[config.mk]
export PLATFORM = sky130hd
export DESIGN_NAME = io_to_system_txn_mapper
export DESIGN_NICKNAME = d
export VERILOG_FILES = /design/src/logic/sync2.v /design/src/logic/io_to_system_txn_mapper.v
export VERILOG_INCLUDE_DIRS = /design/src /design/src/logic
export SDC_FILE = /design/constraint.sdc
export NUM_CORES = 1
export LEC_CHECK = 0
export ABC_CLOCK_PERIOD_IN_PS = 5060
export BUFFER_PORTS_ARGS = -buffer_cell sky130_fd_sc_hd__buf_2
export CAP_MARGIN = 20
export CORE_MARGIN = 5
export CORE_UTILIZATION = 57
export DETAILED_ROUTE_END_ITERATION = 6
export HOLD_SLACK_MARGIN = 0.05
export MAX_ROUTING_LAYER = met4
export PLACE_DENSITY = 0.78
export RECOVER_POWER = 25
export SETUP_SLACK_MARGIN = 0.2
export SLEW_MARGIN = 40
export SYNTH_ARGS = -nofsm -noshare
export SYNTH_HDL_FRONTEND = slang
export SYNTH_SLANG_ARGS = --single-unit
[constraint.sdc]
create_clock -name pclk -period 5.06 [get_ports pclk]
set_input_delay 0 -clock pclk [delete_from_list [all_inputs] [get_ports pclk]]
set_output_delay 0 -clock pclk [all_outputs]
set_load 0.01 [all_outputs]
[src/logic/txn_mapper_consts.vh]
// Purpose: Shared constants of the inbound transaction mapper
// Assumes: Included by bare name from the design files
// Notes: Definitions only, no logic
`ifndef TXN_MAPPER_CONSTS_VH
`define TXN_MAPPER_CONSTS_VH

// ----------------------------------------------------------------
// Guest operation and size codes
// ----------------------------------------------------------------
`define OP_READ 2'h0
`define OP_WRITE 2'h1
`define OP_CLEAR 2'h2
`define SZ_PART 2'h0
`define SZ_HALF 2'h1
`define SZ_FULL 2'h2

// ----------------------------------------------------------------
// Page type bits: low bit checked page, high bit hold enable
// ----------------------------------------------------------------
`define PG_CHECKED 0
`define PG_HOLD_EN 1

// ----------------------------------------------------------------
// System bus commands
// ----------------------------------------------------------------
`define CMD_NONE 3'h0
`define CMD_READ_SHARED_OR_EXCL 3'h1
`define CMD_READ_PRIVATE 3'h2
`define CMD_LINE_WRITEBACK 3'h3
`define CMD_HALF_STORE_INVAL 3'h4
`define CMD_FULL_STORE_INVAL 3'h5

// ----------------------------------------------------------------
// Inbound queue entry fields, offsets above the address
// ----------------------------------------------------------------
`define F_KIND 0
`define F_OP 1
`define F_SIZE 3
`define F_PAGE 5
`define F_CONN 7
`define F_ATOM 8
`define F_PFH 9
`define F_PFEN 10
`define F_REGRD 11
`define F_EXTRA 12
`define KIND_GUEST 1'b0
`define KIND_RETURN 1'b1

// Cache line of 32 bytes
`define LINE_LSB 5

// ----------------------------------------------------------------
// APB register map
// ----------------------------------------------------------------
`define REG_CTRL 12'h000
`define REG_STATUS 12'h004
`define REG_COUNT 12'h008
`define CTRL_MAP_EN 0
`define CTRL_PF_EN 1
`define CTRL_RESET 32'h0000_0003
`define ST_LOCK_BIT 8
`define ST_HOLD_BIT 9
`define ST_CNT_LSB 16

`endif

[src/logic/sync2.v]
// Purpose: Two-stage synchroniser for a bus of pin levels
// Assumes: Each bit is a level, or stable around a toggle edge
// Notes: The first stage feeds only the second stage
`timescale 1ns/10ps
`default_nettype none

module sync2 #(
  parameter W = 1
) (
  input wire pclk,
  input wire presetn,
  input wire [W-1:0] d,
  output wire [W-1:0] q
);

  reg [W-1:0] meta_q;
  reg [W-1:0] sync_q;

  // ----------------------------------------------------------------
  // Two flops, constant reset
  // ----------------------------------------------------------------
  always @(posedge pclk or negedge presetn) begin
    if (!presetn) begin
      meta_q <= {W{1'b0}};
      sync_q <= {W{1'b0}};
    end else begin
      meta_q <= d;
      sync_q <= meta_q;
    end
  end

  assign q = sync_q;

endmodule // sync2

`default_nettype wire

[src/logic/io_to_system_txn_mapper.v]
// Purpose: Maps guest I/O bus transactions onto system bus sequences
// Assumes: Guest fields stable before each toggle of its strobe
// Notes: One command in flight; system bus handshake is valid/ready
`timescale 1ns/10ps
`default_nettype none
`include "txn_mapper_consts.vh"

// What this block does
// - Half and full reads without atomic go read_shared, prefetch-eligible
// - Any atomic read goes out as read_private
// - After atomic read: same-line write writes back, else release line
// - Atomic reads always return blocking
// - Atomic request suppresses any prefetch
// - Prefetch needs hint, eligible map case and page prefetch enable
// - Read-modify-write is read_private then line_writeback
// - Partial writes without atomic read-modify-write, writeback only after same-line atomic read
// - Half writes: store-invalidate unchecked, read-modify-write checked
// - Full writes without atomic: one full_line_store_invalidate
// - Atomic writes read-modify-write, read skipped after atomic read of the same line
// - Full writes maybe semaphore halves still one full_line_store_invalidate
// - Fetch_and_clear: four words read, first cleared, written back
// - Fetch_and_clear data always returns blocking
// - Memory hold only with atomic request and page hold enable
// - Atomic request pin inverted on entry to active high
// - Transaction info goes to inbound queue, data kept elsewhere
// - Entry kind bit: 0 guest transaction, 1 return or register read
// - Page low bit checked, page high bit enables memory hold
// - Read_shared is issued as read_shared_or_exclusive
// - Prefetch hint pin inverted on entry to active high
module io_to_system_txn_mapper #(
  parameter AW = 32,
  parameter QD = 4,
  parameter QAW = 2
) (
  input wire pclk,
  input wire presetn,
  input wire [31:0] paddr,
  input wire psel,
  input wire penable,
  input wire pwrite,
  input wire [31:0] pwdata,
  output wire pready,
  output reg [31:0] prdata,
  output wire pslverr,
  input wire guest_tgl,
  input wire [1:0] guest_op,
  input wire [1:0] guest_size,
  input wire [1:0] guest_page_type,
  input wire guest_connected,
  input wire atomic_req_n,
  input wire prefetch_hint_n,
  input wire tlb_prefetch_en,
  input wire [AW-1:0] guest_addr,
  input wire ret_tgl,
  input wire ret_is_reg_read,
  output wire iq_full,
  output wire sys_valid,
  input wire sys_ready,
  output reg [2:0] sys_cmd,
  output reg [AW-1:0] sys_addr,
  output reg global_memory_hold,
  output reg blocking_return,
  output reg clear_first_word,
  output reg prefetch_req,
  output reg line_release,
  output reg ret_fwd,
  output reg ret_fwd_reg_read
);

  localparam EW = AW + `F_EXTRA;
  localparam SW = AW + 13;
  localparam [4:0] S_IDLE = 5'h01;
  localparam [4:0] S_RD = 5'h02;
  localparam [4:0] S_WB = 5'h04;
  localparam [4:0] S_ST = 5'h08;
  localparam [4:0] S_REL = 5'h10;
  localparam [QAW:0] QD_CNT = QD;

  // ----------------------------------------------------------------
  // Pin synchronisers
  // ----------------------------------------------------------------
  wire [SW-1:0] pin_raw;
  wire [SW-1:0] pin_s;

  assign pin_raw = {ret_is_reg_read, ret_tgl, tlb_prefetch_en,
    prefetch_hint_n, atomic_req_n, guest_connected, guest_page_type,
    guest_size, guest_op, guest_tgl, guest_addr};

  sync2 #(.W(SW)) u_sync (
    .pclk(pclk),
    .presetn(presetn),
    .d(pin_raw),
    .q(pin_s)
  );

  wire g_tgl_s = pin_s[AW];
  wire r_tgl_s = pin_s[AW+11];
  // Inverted on entry to active high flags
  wire atomic_s = ~pin_s[AW+8];
  wire pf_hint_s = ~pin_s[AW+9];

  // ----------------------------------------------------------------
  // Strobe detection and pending capture
  // ----------------------------------------------------------------
  reg g_tgl_q;
  reg r_tgl_q;
  reg g_pend_q;
  reg r_pend_q;
  reg [EW-1:0] g_ent_q;
  reg r_reg_q;
  wire g_evt = g_tgl_s ^ g_tgl_q;
  wire r_evt = r_tgl_s ^ r_tgl_q;
  wire push_g;
  wire push_r;

  // Guest strobe wins a push slot; a return waits one cycle
  assign push_g = g_pend_q && !iq_full;
  assign push_r = r_pend_q && !push_g && !iq_full;

  // Pending flags: a new event beats the clear of the push
  always @(posedge pclk or negedge presetn) begin
    if (!presetn) begin
      g_tgl_q <= 1'b0;
      r_tgl_q <= 1'b0;
      g_pend_q <= 1'b0;
      r_pend_q <= 1'b0;
      g_ent_q <= {EW{1'b0}};
      r_reg_q <= 1'b0;
    end else begin
      g_tgl_q <= g_tgl_s;
      r_tgl_q <= r_tgl_s;
      if (g_evt) begin
        g_pend_q <= 1'b1;
        g_ent_q <= {1'b0, tlb_pf_bit(pin_s[AW+10]), pf_hint_s, atomic_s,
          pin_s[AW+7], pin_s[AW+6:AW+5], pin_s[AW+4:AW+3],
          pin_s[AW+2:AW+1], `KIND_GUEST, pin_s[AW-1:0]};
      end else if (push_g) begin
        g_pend_q <= 1'b0;
      end
      if (r_evt) begin
        r_pend_q <= 1'b1;
        r_reg_q <= pin_s[AW+12];
      end else if (push_r) begin
        r_pend_q <= 1'b0;
      end
    end
  end

  // Field is already a plain bit; kept as a hook for masking
  function tlb_pf_bit;
    input b;
    begin
      tlb_pf_bit = b;
    end
  endfunction

  // ----------------------------------------------------------------
  // Inbound queue: transaction info only, data lives elsewhere
  // ----------------------------------------------------------------
  reg [EW:0] iq_mem [0:QD-1];
  reg [QAW-1:0] wr_ptr_q;
  reg [QAW-1:0] rd_ptr_q;
  reg [QAW:0] cnt_q;
  reg [4:0] state_q;
  reg [31:0] ctrl_q;
  wire pop;
  wire [EW:0] head = iq_mem[rd_ptr_q];
  wire [EW:0] push_ent = push_g ? {1'b0, g_ent_q} :
    {r_reg_q, {(EW-AW-1){1'b0}}, `KIND_RETURN, {AW{1'b0}}};

  assign iq_full = (cnt_q == QD_CNT);
  assign pop = (state_q == S_IDLE) && ctrl_q[`CTRL_MAP_EN] &&
    (cnt_q != {(QAW+1){1'b0}});

  // Queue storage, written by the guest side strobes
  always @(posedge pclk) begin
    if (push_g || push_r) begin
      iq_mem[wr_ptr_q] <= push_ent;
    end
  end

  // Pointers and occupancy
  always @(posedge pclk or negedge presetn) begin
    if (!presetn) begin
      wr_ptr_q <= {QAW{1'b0}};
      rd_ptr_q <= {QAW{1'b0}};
      cnt_q <= {(QAW+1){1'b0}};
    end else begin
      if (push_g || push_r) begin
        wr_ptr_q <= wr_ptr_q + {{(QAW-1){1'b0}}, 1'b1};
      end
      if (pop) begin
        rd_ptr_q <= rd_ptr_q + {{(QAW-1){1'b0}}, 1'b1};
      end
      cnt_q <= cnt_q + {{QAW{1'b0}}, (push_g || push_r)} -
        {{QAW{1'b0}}, pop};
    end
  end

  // ----------------------------------------------------------------
  // Transaction map
  // ----------------------------------------------------------------
  // Returns {read phase, read private, writeback, store phase}
  function [3:0] plan;
    input [1:0] op;
    input [1:0] size;
    input checked;
    input atomic;
    begin
      plan = 4'h0;
      case (op)
        `OP_READ: begin
          if (atomic)
            plan = 4'hC;
          else
            plan = 4'h8;
        end
        `OP_WRITE: begin
          if (atomic)
            plan = 4'hE;
          else if (size == `SZ_PART)
            plan = 4'hE;
          else if (size == `SZ_HALF && checked)
            plan = 4'hE;
          else
            plan = 4'h1;
        end
        `OP_CLEAR: plan = 4'hE;
        default: plan = 4'h0;
      endcase
    end
  endfunction

  wire [1:0] h_op = head[AW+`F_OP+1:AW+`F_OP];
  wire [1:0] h_size = head[AW+`F_SIZE+1:AW+`F_SIZE];
  wire [1:0] h_page = head[AW+`F_PAGE+1:AW+`F_PAGE];
  wire h_atom = head[AW+`F_ATOM];
  wire [3:0] h_plan = plan(h_op, h_size, h_page[`PG_CHECKED], h_atom);

  // ----------------------------------------------------------------
  // Working registers and the private line tracker
  // ----------------------------------------------------------------
  reg [4:0] state_d;
  reg [3:0] plan_q;
  reg [1:0] op_q;
  reg [1:0] size_q;
  reg atom_q;
  reg pf_want_q;
  reg lock_held_q;
  reg [AW-1:0] lock_addr_q;
  reg [31:0] issued_q;
  wire same_line = lock_held_q &&
    (head[AW-1:`LINE_LSB] == lock_addr_q[AW-1:`LINE_LSB]);
  wire head_is_wr = (h_op == `OP_WRITE);
  // Same-line write after an atomic read reuses the held line
  wire skip_rd = same_line && head_is_wr;
  wire do_release = lock_held_q && !skip_rd;
  wire fire = sys_valid && sys_ready;

  // Next state
  always @* begin
    state_d = state_q;
    case (state_q)
      S_IDLE: begin
        if (pop && !head[AW+`F_KIND]) begin
          if (do_release)
            state_d = S_REL;
          else if (h_plan[3] && !skip_rd)
            state_d = S_RD;
          else if (h_plan[1] || skip_rd)
            state_d = S_WB;
          else if (h_plan[0])
            state_d = S_ST;
          else
            state_d = S_IDLE;
        end
      end
      S_REL: begin
        if (plan_q[3])
          state_d = S_RD;
        else if (plan_q[1])
          state_d = S_WB;
        else
          state_d = S_ST;
      end
      S_RD: begin
        if (fire)
          state_d = plan_q[1] ? S_WB : S_IDLE;
      end
      S_WB: if (fire) state_d = S_IDLE;
      S_ST: if (fire) state_d = S_IDLE;
      default: state_d = S_IDLE;
    endcase
  end

  assign sys_valid = (state_q == S_RD) || (state_q == S_WB) ||
    (state_q == S_ST);

  // Command for the state being entered
  function [2:0] cmd_for;
    input [4:0] st;
    input [3:0] pl;
    input [1:0] sz;
    begin
      case (st)
        S_RD: cmd_for = pl[2] ? `CMD_READ_PRIVATE :
          `CMD_READ_SHARED_OR_EXCL;
        S_WB: cmd_for = `CMD_LINE_WRITEBACK;
        S_ST: cmd_for = (sz == `SZ_HALF) ? `CMD_HALF_STORE_INVAL :
          `CMD_FULL_STORE_INVAL;
        default: cmd_for = `CMD_NONE;
      endcase
    end
  endfunction

  // Sequencer and registered system bus outputs
  always @(posedge pclk or negedge presetn) begin
    if (!presetn) begin
      state_q <= S_IDLE;
      plan_q <= 4'h0;
      op_q <= `OP_READ;
      size_q <= `SZ_PART;
      atom_q <= 1'b0;
      pf_want_q <= 1'b0;
      lock_held_q <= 1'b0;
      lock_addr_q <= {AW{1'b0}};
      sys_cmd <= `CMD_NONE;
      sys_addr <= {AW{1'b0}};
      global_memory_hold <= 1'b0;
      blocking_return <= 1'b0;
      clear_first_word <= 1'b0;
      prefetch_req <= 1'b0;
      line_release <= 1'b0;
      ret_fwd <= 1'b0;
      ret_fwd_reg_read <= 1'b0;
      issued_q <= 32'h0000_0000;
    end else begin
      state_q <= state_d;
      prefetch_req <= 1'b0;
      line_release <= 1'b0;
      ret_fwd <= 1'b0;
      sys_cmd <= cmd_for(state_d, (state_q == S_IDLE) ?
        (h_plan | {3'h0, 1'b0}) : plan_q, (state_q == S_IDLE) ?
        h_size : size_q);
      if (pop && head[AW+`F_KIND]) begin
        // Return entries only pass through to the outbound side
        ret_fwd <= 1'b1;
        ret_fwd_reg_read <= head[EW];
      end
      if (pop && !head[AW+`F_KIND]) begin
        plan_q <= skip_rd ? {1'b0, h_plan[2:0]} : h_plan;
        op_q <= h_op;
        size_q <= h_size;
        atom_q <= h_atom;
        sys_addr <= head[AW-1:0];
        // Hold only for atomic request on a hold-enabled page
        global_memory_hold <= h_atom && h_page[`PG_HOLD_EN];
        // Atomic reads and fetch_and_clear always return blocking
        blocking_return <= (h_op != `OP_WRITE) && (head[AW+`F_CONN] ||
          h_atom || h_op == `OP_CLEAR);
        clear_first_word <= (h_op == `OP_CLEAR);
        // Map-eligible, hinted, page enabled and no atomic request
        pf_want_q <= (h_op == `OP_READ) && !h_atom &&
          (h_size != `SZ_PART) && head[AW+`F_PFH] &&
          head[AW+`F_PFEN] && ctrl_q[`CTRL_PF_EN];
        if (do_release) begin
          line_release <= 1'b1;
          lock_held_q <= 1'b0;
        end
        if (!h_plan[3] && (h_plan[1] || skip_rd) && !do_release)
          sys_cmd <= `CMD_LINE_WRITEBACK;
      end
      if (state_q == S_REL && !plan_q[3])
        sys_cmd <= plan_q[1] ? `CMD_LINE_WRITEBACK :
          cmd_for(S_ST, plan_q, size_q);
      if (state_q == S_RD && fire) begin
        issued_q <= issued_q + 32'h0000_0001;
        prefetch_req <= pf_want_q;
        // A lone atomic read keeps its line private
        if (op_q == `OP_READ && atom_q) begin
          lock_held_q <= 1'b1;
          lock_addr_q <= sys_addr;
        end
      end
      if ((state_q == S_WB || state_q == S_ST) && fire) begin
        issued_q <= issued_q + 32'h0000_0001;
        global_memory_hold <= 1'b0;
        if (state_q == S_WB)
          lock_held_q <= 1'b0;
      end
      if (state_q == S_RD && fire && !plan_q[1])
        global_memory_hold <= 1'b0;
    end
  end

  // ----------------------------------------------------------------
  // APB slave, zero wait states
  // ----------------------------------------------------------------
  wire [11:0] reg_off = paddr[11:0];
  wire hit_ctrl = (reg_off == `REG_CTRL);
  wire hit_stat = (reg_off == `REG_STATUS);
  wire hit_cnt = (reg_off == `REG_COUNT);
  wire mapped = hit_ctrl || hit_stat || hit_cnt;
  wire apb_acc = psel && penable;
  wire [31:0] status_w = {{(16-QAW-1){1'b0}}, cnt_q, 6'h00,
    global_memory_hold, lock_held_q, 3'h0, state_q};

  assign pready = 1'b1;
  // Unmapped offsets answer with an error, nothing stored
  assign pslverr = apb_acc && !mapped;

  // Control register: map enable and global prefetch enable
  always @(posedge pclk or negedge presetn) begin
    if (!presetn)
      ctrl_q <= `CTRL_RESET;
    else if (apb_acc && pwrite && hit_ctrl)
      ctrl_q <= {30'h0000_0000, pwdata[`CTRL_PF_EN],
        pwdata[`CTRL_MAP_EN]};
  end

  // Read data, registered in the setup cycle
  always @(posedge pclk or negedge presetn) begin
    if (!presetn)
      prdata <= 32'h0000_0000;
    else if (psel && !penable && !pwrite)
      prdata <= hit_ctrl ? ctrl_q : hit_stat ? status_w :
        hit_cnt ? issued_q : 32'h0000_0000;
  end

endmodule // io_to_system_txn_mapper

`default_nettype wire

* Word level (Yosys, flattened, before mapping) *
Memories as Yosys holds them, arrays and structs flattened.
Index checks and enable logic that the tools add are counted.

storage, ports and cells
  input port bits = 115
  logic and storage cells = 177
  bits in writable memories = 180
  register bits = 300
  memories = 1
  output and inout port bits = 78

operators by class
  mux-type cells = 52
  reductions and logical operators = 66
  add/subtract/negate cells = 5
  eq/ne operators = 18
  bitwise operators = 4

memories
  memory  words  bits a word  rd ports  clocked after memory_dff  wr ports  line                           text
  iq_mem  4      45           1         0                         1         io_to_system_txn_mapper.v:160  reg [EW:0] iq_mem [0:QD-1];

operator list
  kind                     count
  $mux W32                 5
  $mux W45                 1
  $mux W4                  9
  $logic_and A1 B1 Y1      33
  $add A32 B1 Y32 const B  1
  $eq A27 B27 Y1           1
  $mux W1                  21
  $mux W3                  7
  $mux W5                  4
  $pmux W5 S4              1
  $eq A12 B3 Y1 const B    1
  $eq A12 B4 Y1 const B    1
  $logic_not A1 Y1         12
  $logic_not A12 Y1        1
  $pmux W4 S3              1
  $eq A5 B2 Y1 const B     2
  $eq A5 B3 Y1 const B     2
  $eq A5 B4 Y1 const B     2
  $logic_or A1 B1 Y1       9
  $pmux W3 S3              1
  $eq A2 B1 Y1 const B     4
  $reduce_bool A2 Y1       4
  $logic_not A2 Y1         3
  $reduce_bool A3 Y1       2
  13 further kinds         17

* Logic depth before layout (Yosys ltp) *
An unclocked memory read counts as a cell.

  word-level depth = 18
  mapped depth = 12

* Hierarchy *
From an unflattened synthesis, not the netlist that was laid out.

unflattened totals
  cell total of the unflattened synthesis = 1,112
  area, all modules = 17,797.1 um^2

modules (own cells, without submodules)
  module                   seq. area each (um^2)  area each (um^2)  times used  cells each
  io_to_system_txn_mapper  10,393.7               15,544.9          1           1,022
  sync2                    2,252.2                2,252.2           1           90

* Worst setup path after synthesis *
No wires, ideal clock.

  path kind = flip-flop to flip-flop
  from = register state_q[1]
  to = register cnt_q[2]
  arrival = 2,535 ps
  path slack = 2,401 ps
  cell stages (with the launch flop) = 13
  data required time = 4,937 ps
  period minus slack after synthesis = 2,659 ps
  cells stage by stage = dfrtp_1 buf_6 or3_4 or2_1 clkbuf_1 nor2_1 ha_1 inv_1 ha_1 inv_1 fa_1 xnor2_1 xnor2_1

on the way
  cells in the longest elaborated chain, start to end = 4

RTL lines
  element                            line                           text
  start: declaration                 io_to_system_txn_mapper.v:164  reg [4:0] state_q;
  start signal: assignment           io_to_system_txn_mapper.v:338  state_q <= state_d;
  $eq A5 B1 Y1                       io_to_system_txn_mapper.v:172  assign pop = (state_q == S_IDLE) && ctrl_q[`CTRL_MAP_EN] &&
  $logic_and A1 B1 Y1 (2 in series)  io_to_system_txn_mapper.v:172
  net pop                            io_to_system_txn_mapper.v:166  wire pop;
  $sub A3 B1 Y3                      io_to_system_txn_mapper.v:195  cnt_q <= cnt_q + {{QAW{1'b0}}, (push_g || push_r)} -
  end signal: assignment             io_to_system_txn_mapper.v:187  cnt_q <= {(QAW+1){1'b0}};
  end signal: assignment             io_to_system_txn_mapper.v:195
  end: declaration                   io_to_system_txn_mapper.v:163  reg [QAW:0] cnt_q;

The timed path passes the listed nets, and every way through them passes these cells.
A chain may end at the register's enable or synchronous reset.

==> impl_metrics.csv <==
group,metric,value,unit
grt,grt_max_degree,114,
setup_path,critical_path.slowest_cell,"clkbuf_1",
setup_path,crit_type,"input port to asynchronous set/reset pin",
setup_path,timing.rr.start,"rd_ptr_q[0]",
worst_hold_path,whs_endpoint,"u_sync.meta_q[8]",
detailed_routing,drtIter0Drc,835,
yosys,syn_area,17600,um2
yosys,postSynthCellCount,1167,
timing,rsz0062_at_grt,"no",
timing,fin_crit_sh,0.652,
timing,tns,0,ns
run_status,violations,"max-capacitance violations, max-slew violations",
detailed_routing,drt_pre_antenna_iters,5,
cells_and_area,nets,1512,
floorplanning,dieArea,34500,um2
placed_design,place_hpwl,20600,um
clock_network,cts_setup_buffers,0,
floorplanning,start_util,0.576,
placed_design,placed_area,18800,um2
clock_network,cts-root-buf,"clkbuf_16",
timing,setup_violations,0,
clock_network,htreeDepth,2,
grt,grt_usage,0.209,
yosys,ys_async_sr_fraction,0.626,
setup_path,start_kind,"input port",
setup_path,cp-end-kind,"asynchronous set/reset pin",
setup_path,regToRegSetupSlack,1.97,ns
setup_path,max_stage_delay,2.08,ns
yosys,synth-edff-count,176,
yosys,syn_area_per_cell,15.1,um2
detailed_routing,dr_total_vias,9960,
timing,clock.fmax,0.303,GHz
detailed_routing,post-route-drc-count,0,
yosys,synth_seq_area_share,0.717,
timing,relSlewSlack,-0.979,
detailed_routing,routed_via_density,5.46,
detailed_routing,wl_per_cell,18.9,um
detailed_routing,drt-total-wl,34500,um
setup_path,cpMostUsedCell,"dlygate4sd3_1",
grt,overflow,0,
floorplanning,rows,64,
pwr,powerDensity,467,nW/um2
timing,tightest_slew,2.97,ns
floorplanning,core_area,30600,um2
grt,grt_pass1_wl,54700,um
grt,grt_pass1_vias,10000,
setup_path,r2r_end,"pf_want_q",
yosys,synthFlopType,"dfrtp_1",
placed_design,place_congestion,0.861,
yosys,synth_top_cell_by_area,"dfrtp_1",
placed_design,port_buffers,141,
detailed_routing,postRouteAntennaNets,0,
cells_and_area,finalInstanceArea,20900,um2
floorplanning,num_io_pins,193,
setup_path,path_cells,"dlygate4sd3_1 -> dlygate4sd3_1 -> clkbuf_1 -> buf_6",
flow_run,maxCapViolations,1,
floorplanning,die_y,186,um
worst_hold_path,hold_path.class,"input port to register",
yosys,yosys_register_bits,470,
floorplanning,die_x,186,um
yosys,ys_types,57,
setup_path,worst_ep_required_time,5.68,ns
timing,clock_skew,0.0198,ns
worst_hold_path,hp-start,"guest_addr[8]",
timing,drv_slew,49,
pwr,p_leak,8.79,nW
cells_and_area,drive_gt1_frac,0.203,
worst_hold_path,hold_depth,2,
cells_and_area,area_growth_syn_to_layout,18.5,%
clock_network,tritoncts,"yes",
pwr,vdd_drop_max,0.000331,V
clock_network,clk_pin_slew,0.06,ns
cells_and_area,antennaDiodeCount,0,
run_status,outcome,"finished with violations",
clock_network,clkLatencyLatePin,0.55,ns
pwr,power,9.75,mW
grt,antenna_found_initial,0,
cells_and_area,multi_input_area,4750,um2
yosys,yosysTopAreaCellShare,0.413,
clock_network,cts_buffers,46,
cells_and_area,ff_latch_area,12600,um2
setup_path,ff2ff_path_depth,6,
setup_path,worstPathMaxFanout,77,
timing,finalHoldViolCount,0,
setup_path,cp.arrival,3.91,ns
clock_network,cts_num_sinks,470,
yosys,synth_nets,1290,
clock_network,clk_path_buf_depth,3,
timing,finalCriticalPeriod,3.30,ns
cells_and_area,fillers,2015,
yosys,synth.area.top_cells,"dfrtp_1 (41%), edfxtp_1 (30%), mux4_2 (5.2%)",
yosys,ys_warn_count,0,
## worst max-delay path: cells and delay by family
kind | cells | cell delay, ns
buffers and inverters | 4 | 3.83
## stage by stage
| stage | instances | setup slack, ns | hold WS, ns | utilization |
|---|---|---|---|---|
| detailed placement | 1673 | 1.95 | 0.109 | 0.615 |
| finish | 1823 | 1.76 | 0.0829 | 0.683 |
| CTS | 1821 | 1.92 | 0.0545 | 0.685 |
| global route | 1823 | 1.08 | 0.0716 | 0.683 |
| floorplan | 1167 | 2.40 | -0.296 | - |
| global placement | 1672 | 1.87 | 0.106 | 0.615 |
## final cells by class
class | instances | area share
Clock buffer | 69 | 0.0626
Clock inverter | 17 | 0.0101
Inverter | 16 | 0.00288
Multi-Input combinational cell | 635 | 0.227
Sequential cell | 470 | 0.606
Tap cell | 396 | 0.0237
Timing Repair Buffer | 220 | 0.0677
## logic make-up after synthesis
logic type,count (synthesis),share of synthesized area
AOI/OAI and AO/OA,55,0.0206
muxes,118,0.101
DFF,470,0.717
and+or+nand+nor,384,0.104
adders and majority gates,9,0.00667
other,1,0.000213
xor gates and xnor gates,68,0.0338
buffers and inverters,62,0.0158
## how the worst max path moves through the flow
stage	start	end	slack, ns	cells after the start
5_1_grt	presetn	g_ent_q[8]	1.08	4
3_3_place_gp	rd_ptr_q[0]	sys_cmd[1]	1.87	7
3_5_place_dp	rd_ptr_q[0]	pf_want_q	1.95	6
6_report	presetn	u_sync.q[0]	1.76	4
4_1_cts	rd_ptr_q[0]	pf_want_q	1.92	6
2_1_floorplan	state_q[1]	cnt_q[2]	2.40	12
## power breakdown
| group | internal, mW | leakage [nW] | total, mW | switching [mW] |
|---|---|---|---|---|
| registers | 4.84 | 5.41 | 5.06 | 0.214 |
| logic | 0.480 | 2.64 | 1.33 | 0.851 |
| clock network | 1.96 | 0.739 | 3.36 | 1.40 |
## flip-flops by register name, summed over array words and instances (netlist names), 2 cells and up
signal         count
sys_cmd            3
cnt_q              3
lock_addr_q       27
prdata            32
g_ent_q           42
wr_ptr_q           2
op_q               2
u_sync.q          45
ctrl_q             2
plan_q             3
sys_addr          32
size_q             2
state_q            5
rd_ptr_q           2
issued_q          32
iq_mem           176
u_sync.meta_q     45
## layer usage
metal | track usage | share of wire
met1 | 0.298 | 0.43
met3 | 0.0379 | 0.070
met5 | - | 0
met2 | 0.324 | 0.49
met4 | 0.0443 | 0.015
## Yosys cell counts (all sizes together), types with 2 or more instances
master,number
a21o,2
a21oi,10
nand2,187
mux4,41
nand3,45
a22oi,3
o211ai,2
nor2,40
mux2,73
a221oi,6
mux2i,4
buf,14
edfxtp,176
and3,8
o21a,2
nand2b,5
inv,16
dfstp,3
clkbuf,32
xor2,13
and2,48
nor4,6
o21ai,16
a31oi,3
or3,2
a221o,2
xnor2,55
o221ai,2
nor2b,7
nor3,9
o31ai,5
ha,7
dfrtp,291
and4,2
nor3b,4
nand4,14
or4,2
## placed cells by master (no fill, tap or decap), drive strengths merged, types with 14 or more instances in the layout
cell,Yosys,layout
nand4,14,14
dlygate4sd3,0,63
mux2,73,73
clkbuf,32,145
and2,48,48
edfxtp,176,176
nand3,45,45
nand2,187,187
dfrtp,291,291
nor2,40,40
xnor2,55,55
mux4,41,41
inv,16,17
buf,14,81
o21ai,16,16
## what timing repair did
item / 4_1_cts / 5_1_grt
resized for setup: 0 / 0
hold buffers: 62 / 1
hold endpoints to repair: 196 / 47
Note: power is estimated with default switching activity, not from simulation.
